File: src/rtl/alarm_ctrl_pkg.sv
// shared constants, register map and types for the alarm hysteresis and shutdown block
package alarm_ctrl_pkg;

	// ----------------------------------------
	// widths
	// ----------------------------------------
	localparam int ADDR_W = 8;
	localparam int DATA_W = 32;
	localparam int TEMP_W = 13;
	localparam int IRQ_W  = 3;

	// ----------------------------------------
	// register byte offsets
	// ----------------------------------------
	localparam logic [ADDR_W-1:0] OFS_CONFIG    = 8'h00;
	localparam logic [ADDR_W-1:0] OFS_TEMP      = 8'h04;
	localparam logic [ADDR_W-1:0] OFS_UPPER     = 8'h08;
	localparam logic [ADDR_W-1:0] OFS_LOWER     = 8'h0c;
	localparam logic [ADDR_W-1:0] OFS_IRQ_STAT  = 8'h10;
	localparam logic [ADDR_W-1:0] OFS_IRQ_CLEAR = 8'h14;
	localparam logic [ADDR_W-1:0] OFS_IRQ_EN    = 8'h18;

	// ----------------------------------------
	// field positions
	// ----------------------------------------
	localparam int CFG_HYST_LO  = 9;
	localparam int CFG_HYST_HI  = 10;
	localparam int CFG_PDOWN    = 8;
	localparam int CFG_CRIT_LK  = 7;
	localparam int CFG_WIN_LK   = 6;
	localparam int TEMP_ABOVE   = 14;
	localparam int TEMP_BELOW   = 13;
	localparam int IRQ_ABOVE    = 0;
	localparam int IRQ_BELOW    = 1;
	localparam int IRQ_CONV     = 2;

	// ----------------------------------------
	// reset values
	// ----------------------------------------
	localparam logic [1:0]        RST_HYST  = 2'h0;
	localparam logic              RST_PDOWN = 1'b0;
	localparam logic              RST_LOCK  = 1'b0;
	localparam logic [TEMP_W-1:0] RST_UPPER = 13'h0000;
	localparam logic [TEMP_W-1:0] RST_LOWER = 13'h0000;
	localparam logic [TEMP_W-1:0] RST_TEMP  = 13'h0000;
	localparam logic [IRQ_W-1:0]  RST_IRQ   = 3'h0;

	// ----------------------------------------
	// hysteresis amounts in temperature lsb of 0.0625 degrees
	// ----------------------------------------
	localparam logic [1:0] HYST_OFF  = 2'h0;
	localparam logic [1:0] HYST_1P5  = 2'h1;
	localparam logic [1:0] HYST_3P0  = 2'h2;
	localparam logic [1:0] HYST_6P0  = 2'h3;
	localparam logic [TEMP_W-1:0] HYST_LSB_0   = 13'h0000;
	localparam logic [TEMP_W-1:0] HYST_LSB_1P5 = 13'h0018;
	localparam logic [TEMP_W-1:0] HYST_LSB_3P0 = 13'h0030;
	localparam logic [TEMP_W-1:0] HYST_LSB_6P0 = 13'h0060;

	// ----------------------------------------
	// bus request carried from the slave port to the register file
	// ----------------------------------------
	typedef struct packed {
		logic              wr;
		logic              rd;
		logic [ADDR_W-1:0] addr;
		logic [DATA_W-1:0] wdata;
	} bus_req_t;

endpackage

File: src/rtl/ahb_reg_port.sv
// ahb-lite slave port turning transfers into register strobes
`timescale 1ns/1ns
module ahb_reg_port (
	input  wire logic                         sys_clk,
	input  wire logic                         rst,
	input  wire logic                         hsel,
	input  wire logic [31:0]                  haddr,
	input  wire logic [1:0]                   htrans,
	input  wire logic                         hwrite,
	input  wire logic [2:0]                   hsize,
	input  wire logic                         hready,
	input  wire logic [31:0]                  hwdata,
	input  wire logic [31:0]                  rd_data,
	output logic                              hreadyout,
	output logic                              hresp,
	output logic [31:0]                       hrdata,
	output alarm_ctrl_pkg::bus_req_t          req
);
	import alarm_ctrl_pkg::*;

	logic              wr_pend;
	logic              rd_pend;
	logic [ADDR_W-1:0] addr_q;
	logic              take;

	// only whole-word transfers are expected; hsize is not checked
	assign take = hsel & htrans[1] & hready;

	// ----------------------------------------
	// address phase capture
	// ----------------------------------------
	always_ff @(posedge sys_clk or posedge rst) begin
		if (rst) begin
			wr_pend <= 1'b0;
			rd_pend <= 1'b0;
			addr_q  <= '0;
		end else begin
			wr_pend <= take & hwrite;
			rd_pend <= take & ~hwrite;
			if (take) begin
				addr_q <= haddr[ADDR_W-1:0];
			end
		end
	end

	// one wait state on reads so a write just before is already visible
	always_ff @(posedge sys_clk or posedge rst) begin
		if (rst) begin
			hreadyout <= 1'b1;
			hresp     <= 1'b0;
			hrdata    <= '0;
		end else begin
			hreadyout <= ~(take & ~hwrite);
			hresp     <= 1'b0;
			if (rd_pend) begin
				hrdata <= rd_data;
			end
		end
	end

	assign req.wr    = wr_pend;
	assign req.rd    = rd_pend;
	assign req.addr  = addr_q;
	assign req.wdata = hwdata;

endmodule

File: src/rtl/window_hysteresis.sv
// above and below window flags with hysteresis
`timescale 1ns/1ns
module window_hysteresis #(
	parameter int TW = 13
) (
	input  wire logic          sys_clk,
	input  wire logic          rst,
	input  wire logic          eval,
	input  wire logic [TW-1:0] temp,
	input  wire logic [TW-1:0] upper,
	input  wire logic [TW-1:0] lower,
	input  wire logic [TW-1:0] hyst,
	output logic               above,
	output logic               below
);
	// one extra bit so boundary minus hysteresis never wraps
	logic signed [TW:0] t_s;
	logic signed [TW:0] up_s;
	logic signed [TW:0] lo_s;
	logic signed [TW:0] up_rel;
	logic signed [TW:0] lo_rel;

	assign t_s    = {temp[TW-1], temp};
	assign up_s   = {upper[TW-1], upper};
	assign lo_s   = {lower[TW-1], lower};
	assign up_rel = up_s - $signed({1'b0, hyst});
	assign lo_rel = lo_s - $signed({1'b0, hyst});

	always_ff @(posedge sys_clk or posedge rst) begin
		if (rst) begin
			above <= 1'b0;
		end else if (eval) begin
			if (!above) begin
				above <= t_s > up_s;
			end else begin
				above <= ~(t_s <= up_rel);
			end
		end
	end

	always_ff @(posedge sys_clk or posedge rst) begin
		if (rst) begin
			below <= 1'b0;
		end else if (eval) begin
			if (below) begin
				below <= ~(t_s >= lo_s);
			end else begin
				below <= t_s <= lo_rel;
			end
		end
	end

endmodule

File: src/rtl/alarm_hysteresis_shutdown_ctrl.sv
// alarm window hysteresis, shutdown control and lock bits behind an ahb-lite port
//
// Design decisions made here: the register offsets and the AHB-Lite register port.
`timescale 1ns/1ns

//
// Contract
// hysteresis select resets to 00 (off); 01 selects 1.5 degrees.
// select 10 gives 3 degrees, 11 gives 6 degrees.
// above flag (bit 14) sets when temperature strictly exceeds upper boundary.
// set above flag clears only at or below upper boundary minus hysteresis.
// below flag (bit 13) clears when temperature reaches lower boundary or more.
// below flag sets only at or below lower boundary minus hysteresis.
// alert pin asserts and releases with the same hysteresis as flags.
// hysteresis select writes ignored while either lock bit is set.
// power-down bit resets to 0 (running); writing 1 enters shutdown.
// in shutdown front end and converter off, no alarm events.
// locks block setting power-down but clearing is always accepted.
// lock bits set by one write, read 1, cleared only by reset.
// flags are re-evaluated whenever a new conversion result is latched.
module alarm_hysteresis_shutdown_ctrl (
	input  wire logic        sys_clk,
	input  wire logic        rst,
	input  wire logic        hsel,
	input  wire logic [31:0] haddr,
	input  wire logic [1:0]  htrans,
	input  wire logic        hwrite,
	input  wire logic [2:0]  hsize,
	input  wire logic        hready,
	input  wire logic [31:0] hwdata,
	output logic             hreadyout,
	output logic             hresp,
	output logic [31:0]      hrdata,
	input  wire logic        conv_valid,
	input  wire logic [12:0] conv_temp,
	output logic             front_end_enable,
	output logic             alert_out,
	output logic             irq
);
	import alarm_ctrl_pkg::*;

	// ----------------------------------------
	// declarations
	// ----------------------------------------
	bus_req_t          req;
	logic [DATA_W-1:0] rd_data;
	logic [1:0]        hysteresis_select;
	logic              sensor_power_down;
	logic              critical_limit_lock;
	logic              alarm_window_lock;
	logic              any_lock;
	logic [TEMP_W-1:0] temp_value;
	logic [TEMP_W-1:0] upper_bound;
	logic [TEMP_W-1:0] lower_bound;
	logic [TEMP_W-1:0] hyst_amount;
	logic              above_flag;
	logic              below_flag;
	logic              above_prev;
	logic              below_prev;
	logic              latch_conv;
	logic              conv_seen;
	logic [IRQ_W-1:0]  irq_status;
	logic [IRQ_W-1:0]  irq_enable;
	logic [IRQ_W-1:0]  irq_set;
	logic [IRQ_W-1:0]  irq_clr;
	logic              wr_config;
	logic              wr_upper;
	logic              wr_lower;
	logic              wr_irq_clear;
	logic              wr_irq_en;

	// ----------------------------------------
	// helpers
	// ----------------------------------------
	function automatic logic [TEMP_W-1:0] hyst_lsb(input logic [1:0] sel);
		logic [TEMP_W-1:0] v;
		v = HYST_LSB_0;
		unique case (sel)
			HYST_OFF: v = HYST_LSB_0;
			HYST_1P5: v = HYST_LSB_1P5;
			HYST_3P0: v = HYST_LSB_3P0;
			HYST_6P0: v = HYST_LSB_6P0;
		endcase
		return v;
	endfunction

	function automatic logic hit(input bus_req_t r, input logic [ADDR_W-1:0] ofs);
		return r.wr & (r.addr == ofs);
	endfunction

	// ----------------------------------------
	// bus port
	// ----------------------------------------
	ahb_reg_port u_port (
		.sys_clk   (sys_clk),
		.rst       (rst),
		.hsel      (hsel),
		.haddr     (haddr),
		.htrans    (htrans),
		.hwrite    (hwrite),
		.hsize     (hsize),
		.hready    (hready),
		.hwdata    (hwdata),
		.rd_data   (rd_data),
		.hreadyout (hreadyout),
		.hresp     (hresp),
		.hrdata    (hrdata),
		.req       (req)
	);

	// ----------------------------------------
	// write strobes
	// ----------------------------------------
	assign wr_config    = hit(req, OFS_CONFIG);
	assign wr_upper     = hit(req, OFS_UPPER);
	assign wr_lower     = hit(req, OFS_LOWER);
	assign wr_irq_clear = hit(req, OFS_IRQ_CLEAR);
	assign wr_irq_en    = hit(req, OFS_IRQ_EN);
	assign any_lock     = critical_limit_lock | alarm_window_lock;

	// ----------------------------------------
	// lock bits
	// ----------------------------------------
	// a write of 0 never clears them; only reset does
	always_ff @(posedge sys_clk or posedge rst) begin
		if (rst) begin
			critical_limit_lock <= RST_LOCK;
		end else if (wr_config) begin
			critical_limit_lock <= critical_limit_lock | req.wdata[CFG_CRIT_LK];
		end
	end

	always_ff @(posedge sys_clk or posedge rst) begin
		if (rst) begin
			alarm_window_lock <= RST_LOCK;
		end else if (wr_config) begin
			alarm_window_lock <= alarm_window_lock | req.wdata[CFG_WIN_LK];
		end
	end

	// ----------------------------------------
	// hysteresis select
	// ----------------------------------------
	// lock state before the write decides, so a write setting a lock still updates
	always_ff @(posedge sys_clk or posedge rst) begin
		if (rst) begin
			hysteresis_select <= RST_HYST;
		end else if (wr_config && !any_lock) begin
			hysteresis_select <= req.wdata[CFG_HYST_HI:CFG_HYST_LO];
		end
	end

	assign hyst_amount = hyst_lsb(hysteresis_select);

	// ----------------------------------------
	// shutdown control
	// ----------------------------------------
	always_ff @(posedge sys_clk or posedge rst) begin
		if (rst) begin
			sensor_power_down <= RST_PDOWN;
		end else if (wr_config) begin
			// clearing is never blocked, so a locked part can always be woken
			if (!req.wdata[CFG_PDOWN]) begin
				sensor_power_down <= 1'b0;
			end else if (!any_lock) begin
				sensor_power_down <= 1'b1;
			end
		end
	end

	// front end power follows the bit; the converter stops delivering results
	always_ff @(posedge sys_clk or posedge rst) begin
		if (rst) begin
			front_end_enable <= 1'b1;
		end else begin
			front_end_enable <= ~sensor_power_down;
		end
	end

	// ----------------------------------------
	// alarm window boundaries
	// ----------------------------------------
	// the window lock guards both boundaries
	always_ff @(posedge sys_clk or posedge rst) begin
		if (rst) begin
			upper_bound <= RST_UPPER;
		end else if (wr_upper && !alarm_window_lock) begin
			upper_bound <= req.wdata[TEMP_W-1:0];
		end
	end

	always_ff @(posedge sys_clk or posedge rst) begin
		if (rst) begin
			lower_bound <= RST_LOWER;
		end else if (wr_lower && !alarm_window_lock) begin
			lower_bound <= req.wdata[TEMP_W-1:0];
		end
	end

	// ----------------------------------------
	// conversion results
	// ----------------------------------------
	// results arriving in shutdown are dropped, which also freezes the flags
	assign latch_conv = conv_valid & ~sensor_power_down;

	always_ff @(posedge sys_clk or posedge rst) begin
		if (rst) begin
			temp_value <= RST_TEMP;
		end else if (latch_conv) begin
			temp_value <= conv_temp;
		end
	end

	always_ff @(posedge sys_clk or posedge rst) begin
		if (rst) begin
			conv_seen <= 1'b0;
		end else begin
			conv_seen <= latch_conv;
		end
	end

	// flags read conv_temp so they agree with the value latched on the same edge
	window_hysteresis #(
		.TW (TEMP_W)
	) u_window (
		.sys_clk (sys_clk),
		.rst     (rst),
		.eval    (latch_conv),
		.temp    (conv_temp),
		.upper   (upper_bound),
		.lower   (lower_bound),
		.hyst    (hyst_amount),
		.above   (above_flag),
		.below   (below_flag)
	);

	// ----------------------------------------
	// alert pin
	// ----------------------------------------
	// driven from the hysteresis flags, so release follows the same threshold
	always_ff @(posedge sys_clk or posedge rst) begin
		if (rst) begin
			alert_out <= 1'b0;
		end else begin
			alert_out <= above_flag | below_flag;
		end
	end

	// ----------------------------------------
	// interrupt events
	// ----------------------------------------
	always_ff @(posedge sys_clk or posedge rst) begin
		if (rst) begin
			above_prev <= 1'b0;
		end else begin
			above_prev <= above_flag;
		end
	end

	always_ff @(posedge sys_clk or posedge rst) begin
		if (rst) begin
			below_prev <= 1'b0;
		end else begin
			below_prev <= below_flag;
		end
	end

	// flags only move on a latched conversion, so shutdown raises nothing
	always_comb begin
		irq_set            = '0;
		irq_set[IRQ_ABOVE] = above_flag & ~above_prev;
		irq_set[IRQ_BELOW] = below_flag & ~below_prev;
		irq_set[IRQ_CONV]  = conv_seen;
	end

	assign irq_clr = wr_irq_clear ? req.wdata[IRQ_W-1:0] : '0;

	// ----------------------------------------
	// sticky status bits
	// ----------------------------------------
	// a new event in the clearing cycle survives the clear
	for (genvar b = 0; b < IRQ_W; b++) begin : g_status
		always_ff @(posedge sys_clk or posedge rst) begin
			if (rst) begin
				irq_status[b] <= RST_IRQ[b];
			end else if (irq_set[b]) begin
				irq_status[b] <= 1'b1;
			end else if (irq_clr[b]) begin
				irq_status[b] <= 1'b0;
			end
		end
	end

	// ----------------------------------------
	// interrupt enable and pin
	// ----------------------------------------
	always_ff @(posedge sys_clk or posedge rst) begin
		if (rst) begin
			irq_enable <= RST_IRQ;
		end else if (wr_irq_en) begin
			irq_enable <= req.wdata[IRQ_W-1:0];
		end
	end

	always_ff @(posedge sys_clk or posedge rst) begin
		if (rst) begin
			irq <= 1'b0;
		end else begin
			irq <= |(irq_status & irq_enable);
		end
	end

	// ----------------------------------------
	// read mux
	// ----------------------------------------
	// unmapped and write-only offsets read as zero
	always_comb begin
		rd_data = '0;
		unique case (req.addr)
			OFS_CONFIG: begin
				rd_data[CFG_HYST_HI:CFG_HYST_LO] = hysteresis_select;
				rd_data[CFG_PDOWN]                = sensor_power_down;
				rd_data[CFG_CRIT_LK]              = critical_limit_lock;
				rd_data[CFG_WIN_LK]               = alarm_window_lock;
			end
			OFS_TEMP: begin
				rd_data[TEMP_W-1:0] = temp_value;
				rd_data[TEMP_ABOVE] = above_flag;
				rd_data[TEMP_BELOW] = below_flag;
			end
			OFS_UPPER: begin
				rd_data[TEMP_W-1:0] = upper_bound;
			end
			OFS_LOWER: begin
				rd_data[TEMP_W-1:0] = lower_bound;
			end
			OFS_IRQ_STAT: begin
				rd_data[IRQ_W-1:0] = irq_status;
			end
			OFS_IRQ_EN: begin
				rd_data[IRQ_W-1:0] = irq_enable;
			end
			default: begin
				rd_data = '0;
			end
		endcase
	end

endmodule

File: config.mk
export PLATFORM = sky130hd
export DESIGN_NAME = alarm_hysteresis_shutdown_ctrl
export DESIGN_NICKNAME = d
export VERILOG_FILES = /design/src/rtl/alarm_ctrl_pkg.sv /design/src/rtl/ahb_reg_port.sv /design/src/rtl/window_hysteresis.sv /design/src/rtl/alarm_hysteresis_shutdown_ctrl.sv
export SDC_FILE = /design/constraint.sdc
export NUM_CORES = 1
export LEC_CHECK = 0
export BUFFER_PORTS_ARGS = -buffer_cell sky130_fd_sc_hd__buf_2
export CAP_MARGIN = 20
export CORE_ASPECT_RATIO = 0.5
export CORE_UTILIZATION = 50
export DETAILED_ROUTE_END_ITERATION = 6
export MAX_ROUTING_LAYER = met4
export PLACE_DENSITY = 0.82
export SYNTH_ARGS = -nofsm -noshare
export SYNTH_HDL_FRONTEND = slang
export SYNTH_SLANG_ARGS = --single-unit
export TNS_END_PERCENT = 5
File: constraint.sdc
create_clock -name sys_clk -period 7 [get_ports sys_clk]
set_input_delay 0.7 -clock sys_clk [delete_from_list [all_inputs] [get_ports sys_clk]]
set_output_delay 0.7 -clock sys_clk [all_outputs]
set_load 0.005 [all_outputs]
After elaboration in Yosys (flattened, before gate mapping)
Cells that the tools add are included.
{ "word_totals": {"reg_bits": 84, "latchBits": 0, "ramBits": 0, "mem_bits_ro": 0, "inputBits": 88, "out_inout_bits": 37, "wordCells": 93, "n_memories": 0} }
{ "op_classes": {"addsub": 2, "mul": 0, "div": 0, "order_cmp": 4, "eq_ne": 10, "shifts": 0, "muxes": 17, "bitwise": 24, "n_reduce_logical": 12} }
{ "op_table": {"columns": ["op", "n"], "rows": [
  ["one-hot mux 13 bit (4 select lines)", 1],
  ["<= comparator 13 x 14 -> 1 bit", 2],
  ["subtractor 13 x 14 -> 14 bit", 2],
  ["== test 8 x 5 -> 1 bit (second input constant)", 3],
  ["one-hot mux 5 bit (4 select lines)", 1],
  ["== test 8 x 4 -> 1 bit (second input constant)", 2],
  ["one-hot mux 3 bit (5 select lines)", 1],
  ["greater-or-equal comparator 13 bit", 1],
  ["greater-than comparator 13 bit", 1],
  ["AND 1 bit", 12],
  ["two-way mux 1 bit", 10],
  ["one-hot mux 3 bit (3 select lines)", 1],
  ["== test 8 x 3 -> 1 bit (second input constant)", 1],
  ["zero test 8 bit", 1],
  ["inverter 1 bit", 7],
  ["one-hot mux 2 bit (3 select lines)", 1],
  ["nonzero test 2 bit", 3],
  ["== test 2 bit (second input constant)", 2],
  ["bitwise OR 1 bit", 4],
  ["AND 3 bit", 1],
  ["logical AND 1 bit", 3],
  ["two-way mux 3 bit", 1],
  ["OR reduction 3 bit", 1],
  ["== test 2 x 1 -> 1 bit (second input constant)", 1],
  ["other kinds (5)", 6]
]} }

Longest topological paths before layout
{ "logic_depth": {"word_depth": 6, "mapped_depth": 16, "ltp_nobuf": 16} }

Hierarchy
Synthesis repeated with hierarchy kept, for this count alone.
{ "hier_totals": {"hier_cells": 684, "hier_area_um2": 7422.1} }
{ "modules_own_cells": {"columns": ["mod", "n_inst", "cells_each", "area_each_um2", "seq_area_each_um2"], "rows": [
  ["alarm_hysteresis_shutdown_ctrl", 1, 198, 2773.9, 1402.6],
  ["window_hysteresis", 1, 356, 2601.2, 50.0],
  ["ahb_reg_port", 1, 130, 2047.0, 1077.3]
]} }

Worst setup path before layout
No wires, ideal clock.
{ "synth_timing": {"path_kind": "register to register", "from": "register hysteresis_select[0]", "to": "register u_window.above", "setup_time_ps": 122, "t_arrival_ps": 3252, "required_time_ps": 6878, "path_slack_ps": 3626, "stages_incl_launch_ff": 16, "n_path_buf": 0, "synth_period_minus_slack_ps": 3374, "cell_sequence": "dfrtp_1 -> inv_1 -> ha_1 -> inv_1 -> fa_1 -> a21oi_1 -> nor2b_1 -> nor3_1 -> nand4_1 -> xnor2_1 -> ha_1 -> nand4_1 -> or3_1 -> o32ai_1 -> nand2_1 -> a32o_1"} }
{ "synth_between": {"elab_chain_cells": 6, "word_cells_on_any_way": 9, "cone_classes": "add/sub: 1; order compare: 1; eq/ne: 3; mux: 2; bitwise: 1; reduce/logical: 1"} }
{ "synth_rtl": {"columns": ["item", "line_no", "rtl"], "rows": [
  ["from (decl)", "alarm_hysteresis_shutdown_ctrl.sv:47", "logic [1:0] hysteresis_select;"],
  ["from (signal assigned)", "alarm_hysteresis_shutdown_ctrl.sv:149", "hysteresis_select <= req.wdata[CFG_HYST_HI:CFG_HYST_LO];"],
  ["== test 2 bit (tied with other cells)", "alarm_hysteresis_shutdown_ctrl.sv:78", "unique case (sel)"],
  ["one-hot mux 13 bit (4 select lines) (*)", "alarm_hysteresis_shutdown_ctrl.sv:78", null],
  ["subtractor 13 x 14 -> 14 bit (*)", "window_hysteresis.sv:26", "assign up_rel = up_s - $signed({1'b0, hyst});"],
  ["<= comparator 13 x 14 -> 1 bit (*)", "window_hysteresis.sv:36", "above <= ~(t_s <= up_rel);"],
  ["inverter 1 bit (*)", "window_hysteresis.sv:36", null],
  ["two-way mux 1 bit (*)", "window_hysteresis.sv:33", "if (!above) begin"],
  ["to (signal assigned)", "window_hysteresis.sv:34", "above <= t_s > up_s;"],
  ["to (signal assigned)", "window_hysteresis.sv:36", null],
  ["to (decl)", "window_hysteresis.sv:13", "output logic above,"]
]} }
Mark *: on every way between the ends. The rest lies on a longest branch, timed or not. The select of a mux whose other input is x is not followed.
A chain may end at the register's enable or synchronous reset.

Worst setup path in the final report
{ "layout_timing": {"from": "register hysteresis_select[1]", "to": "register u_window.above"} }
The elaborated chain is that of the path after synthesis.

==> flow_metrics.tcl <==
set metrics [dict create \
    fmax_ghz 0.245 \
    gp_congestion 0.920 \
    power.density_nw_per_um2 233 \
    avgSynthCellArea_sq_um 9.92 \
    synth_compound_area_share_pct 13.2 \
    final_hold_viol_count 0 \
    worst_pin_slew_ps 1110 \
    clk_pin_slew_worst_paths_ps 70 \
    die_h_um 74.6 \
    layout_min_cycle_time_ps 4080 \
    start_util_pct 51.6 \
    cts_resized 0 \
    synthAdderAreaFrac_pct 15.0 \
    fillers 848 \
    synth-xor-area-share_pct 2.32 \
    nets 744 \
    cts_max_path_buffers 2 \
    final_cell_mix "82 x dfrtp_1, 73 x nand2_1, 60 x ha_1" \
    worst_ir_drop_vdd_mv 0.137 \
    syn_inst 532 \
    ctsHoldBuffers 0 \
    fin_skew_ps 10.9 \
    critPathRequiredTime_ps 7230 \
    cts_sinks 84 \
    htree_levels 3 \
    synthMuxAreaShare_pct 8.33 \
    hold_ws_ps 374 \
    slew_violations 0 \
    dp_hpwl_um 9680 \
    cts_made_buffers 9 \
    synth_edf_count 0 \
    leakage_nw 2.96 \
    drive_gt1_share_pct 21.2 \
    setup_viol 0 \
    drv_cap 0 \
    wire_per_inst_um 17.9 \
    crit_type "register to register" \
    postCtsSetupBuffers 0 \
    grt_max_degree 85 \
    clk_root_buffer_cell "clkbuf_16" \
    cp_max_fo 5 \
    ys_seq_area_share_pct 39.9 \
    synth_top_family_by_area "adder cells" \
    synth_simple_gate_area_share_pct 14.4 \
    ys.flop_type "dfrtp_1" \
    finalSetupTns_ps 0 \
    io_buffer_count 59 \
    antenna_found_initial 0 \
    cts_tree "yes" \
    crit_arrival_ps 4310 \
    synth_seq_cells 84 \
    die_w_um 147 \
    clkLatencyLatePin_ps 350 \
    synth.distinct_cells 58 \
    core_region_area_sq_um 10200 \
    final_antenna_net_count 0 \
    violations "DRC" \
    drtPass1Iterations 7 \
    wl_um 13200 \
    io_pins 125 \
    synth_area_sq_um 5280 \
    routed_via_density 5.74 \
    overflow 0 \
    endpoint_kind "register" \
    min_path_type "primary input to asynchronous set/reset pin" \
    drc 1 \
    total_power_mw 1.39 \
    layout_commonest_cell "dfrtp_1" \
    period_share_pct 58.2 \
    grt_use_total_pct 25.6 \
    via_count 4242 \
    async_reset_ff_share_pct 100 \
    grt_pass1_wl_um 20400 \
    drt_iter0_drc 381 \
    diodes 0 \
    yosys_warnings 0 \
    grt_pass1_vias 3910 \
    status "complete, but fails checks" \
    syn_to_final_growth_pct 13.4 \
    slew-limit-headroom_pct 25.4 \
    row_count 26 \
    start_kind "register" \
    rsz0062_at_grt "no" \
    die-area_sq_um 11000 \
]
## power by group
group	switching, mW	total, mW	internal (mW)
sequential	0.0601	0.603	0.543
combinational	0.171	0.303	0.132
clock	0.207	0.488	0.281
## worst max-delay path, stage by stage (launching register included)
cell	delay (ps)
dfrtp_1	450
inv_1	110
ha_1	210
ha_1	190
inv_1	50
fa_1	400
a21oi_1	230
nor2b_1	120
nor3_1	370
nand4_1	180
xnor2_1	160
ha_1	300
nand4_1	150
or3_1	430
o32ai_1	280
nand2_1	80
a32o_1	270
## flip-flops by register name (all words and copies together), names as in the netlist
name,flops
u_window.above,1
u_port.hrdata,15
u_window.below,1
sensor_power_down,1
u_port.hreadyout,1
front_end_enable,1
irq_status,3
alert_out,1
below_prev,1
temp_value,13
critical_limit_lock,1
alarm_window_lock,1
irq_enable,3
irq,1
u_port.wr_pend,1
hysteresis_select,2
upper_bound,13
above_prev,1
u_port.addr_q,8
lower_bound,13
u_port.rd_pend,1
conv_seen,1
## cell usage after synthesis (2+ instances only)
library cell / n / share of area, %
inv_1: 49 / 3.5
nor2b_1: 6 / 0.71
nand2_1: 73 / 5.2
a221oi_1: 2 / 0.33
xor2_1: 2 / 0.33
o21ai_0: 6 / 0.57
a21o_1: 14 / 2.0
a22oi_1: 8 / 1.1
buf_1: 3 / 0.21
nor2_1: 27 / 1.9
mux2_2: 39 / 8.3
ha_1: 60 / 14
fa_1: 2 / 0.76
or2_2: 2 / 0.24
a2111oi_0: 2 / 0.33
o211ai_1: 4 / 0.57
o2111ai_1: 2 / 0.33
xnor2_1: 12 / 2.0
dfstp_2: 2 / 1.0
and3_1: 2 / 0.24
a222oi_1: 9 / 1.7
clkbuf_1: 6 / 0.43
nand2b_1: 3 / 0.36
nor4_1: 8 / 0.95
nor3_1: 5 / 0.47
a21oi_1: 20 / 1.9
buf_4: 18 / 2.6
a211oi_1: 4 / 0.57
a31oi_1: 4 / 0.47
or3_1: 2 / 0.24
a22o_1: 6 / 1.0
dfrtp_1: 82 / 39
o21a_1: 3 / 0.43
nand3_1: 10 / 0.95
a31o_2: 2 / 0.33
nand4_1: 11 / 1.3
## layout make-up
class	count	area (sq um)	share of cell area, %
clock buffer	10	229	3.83
clock inverter	6	73.8	1.23
inverter	50	189	3.16
multi-input combinational	387	2870	48.0
sequential	84	2100	35.2
tap	140	175	2.93
timing repair buffer	62	338	5.65
## logic make-up (layout without fill, tap and decap cells)
group	Yosys count	in the layout
simple gates	159	159
compound gates	95	95
flops	84	84
buf+inv	78	128
fa+ha+maj	62	62
mux	39	39
xor+xnor	14	14
other cells	1	18
## metal layers
metal  up-vias  track usage [%]  share of wire (%)
met5         -                -                  0
met4         0             6.53                1.6
met3        21             6.61                8.2
met2       189             41.0                 46
met1      2044             32.8                 45
li1       1988                -                  -
## through the flow
step                area (sq um)  instances  utilization [%]  worst slack (ps)
floorplan                   5340        549                -              3630
detailed placement          5650        722             55.3              3090
global placement            5650        722             55.3              3180
global route                5980        739             58.6              2770
CTS                         5950        738             58.3              2990
finish                      5980        739             58.6              2920
## final timing paths
check	start	to	slack, ps	cells after the start
worst max-delay path	hysteresis_select[1]$_DFFE_PP0P_	u_window.above$_DFFE_PP0P_	2920	16
worst min-delay path	rst	irq$_DFF_PP0_	370	3
worst max register to register	hysteresis_select[1]$_DFFE_PP0P_	u_window.above$_DFFE_PP0P_	2920	16
worst min register to register	sensor_power_down$_DFFE_PP0P_	front_end_enable$_DFF_PP1_	430	1
max in group asynchronous	rst	front_end_enable$_DFF_PP1_	5970	4
min in group sys_clk	sensor_power_down$_DFFE_PP0P_	front_end_enable$_DFF_PP1_	430	1
No activity file was read; power rests on OpenSTA's default activity.
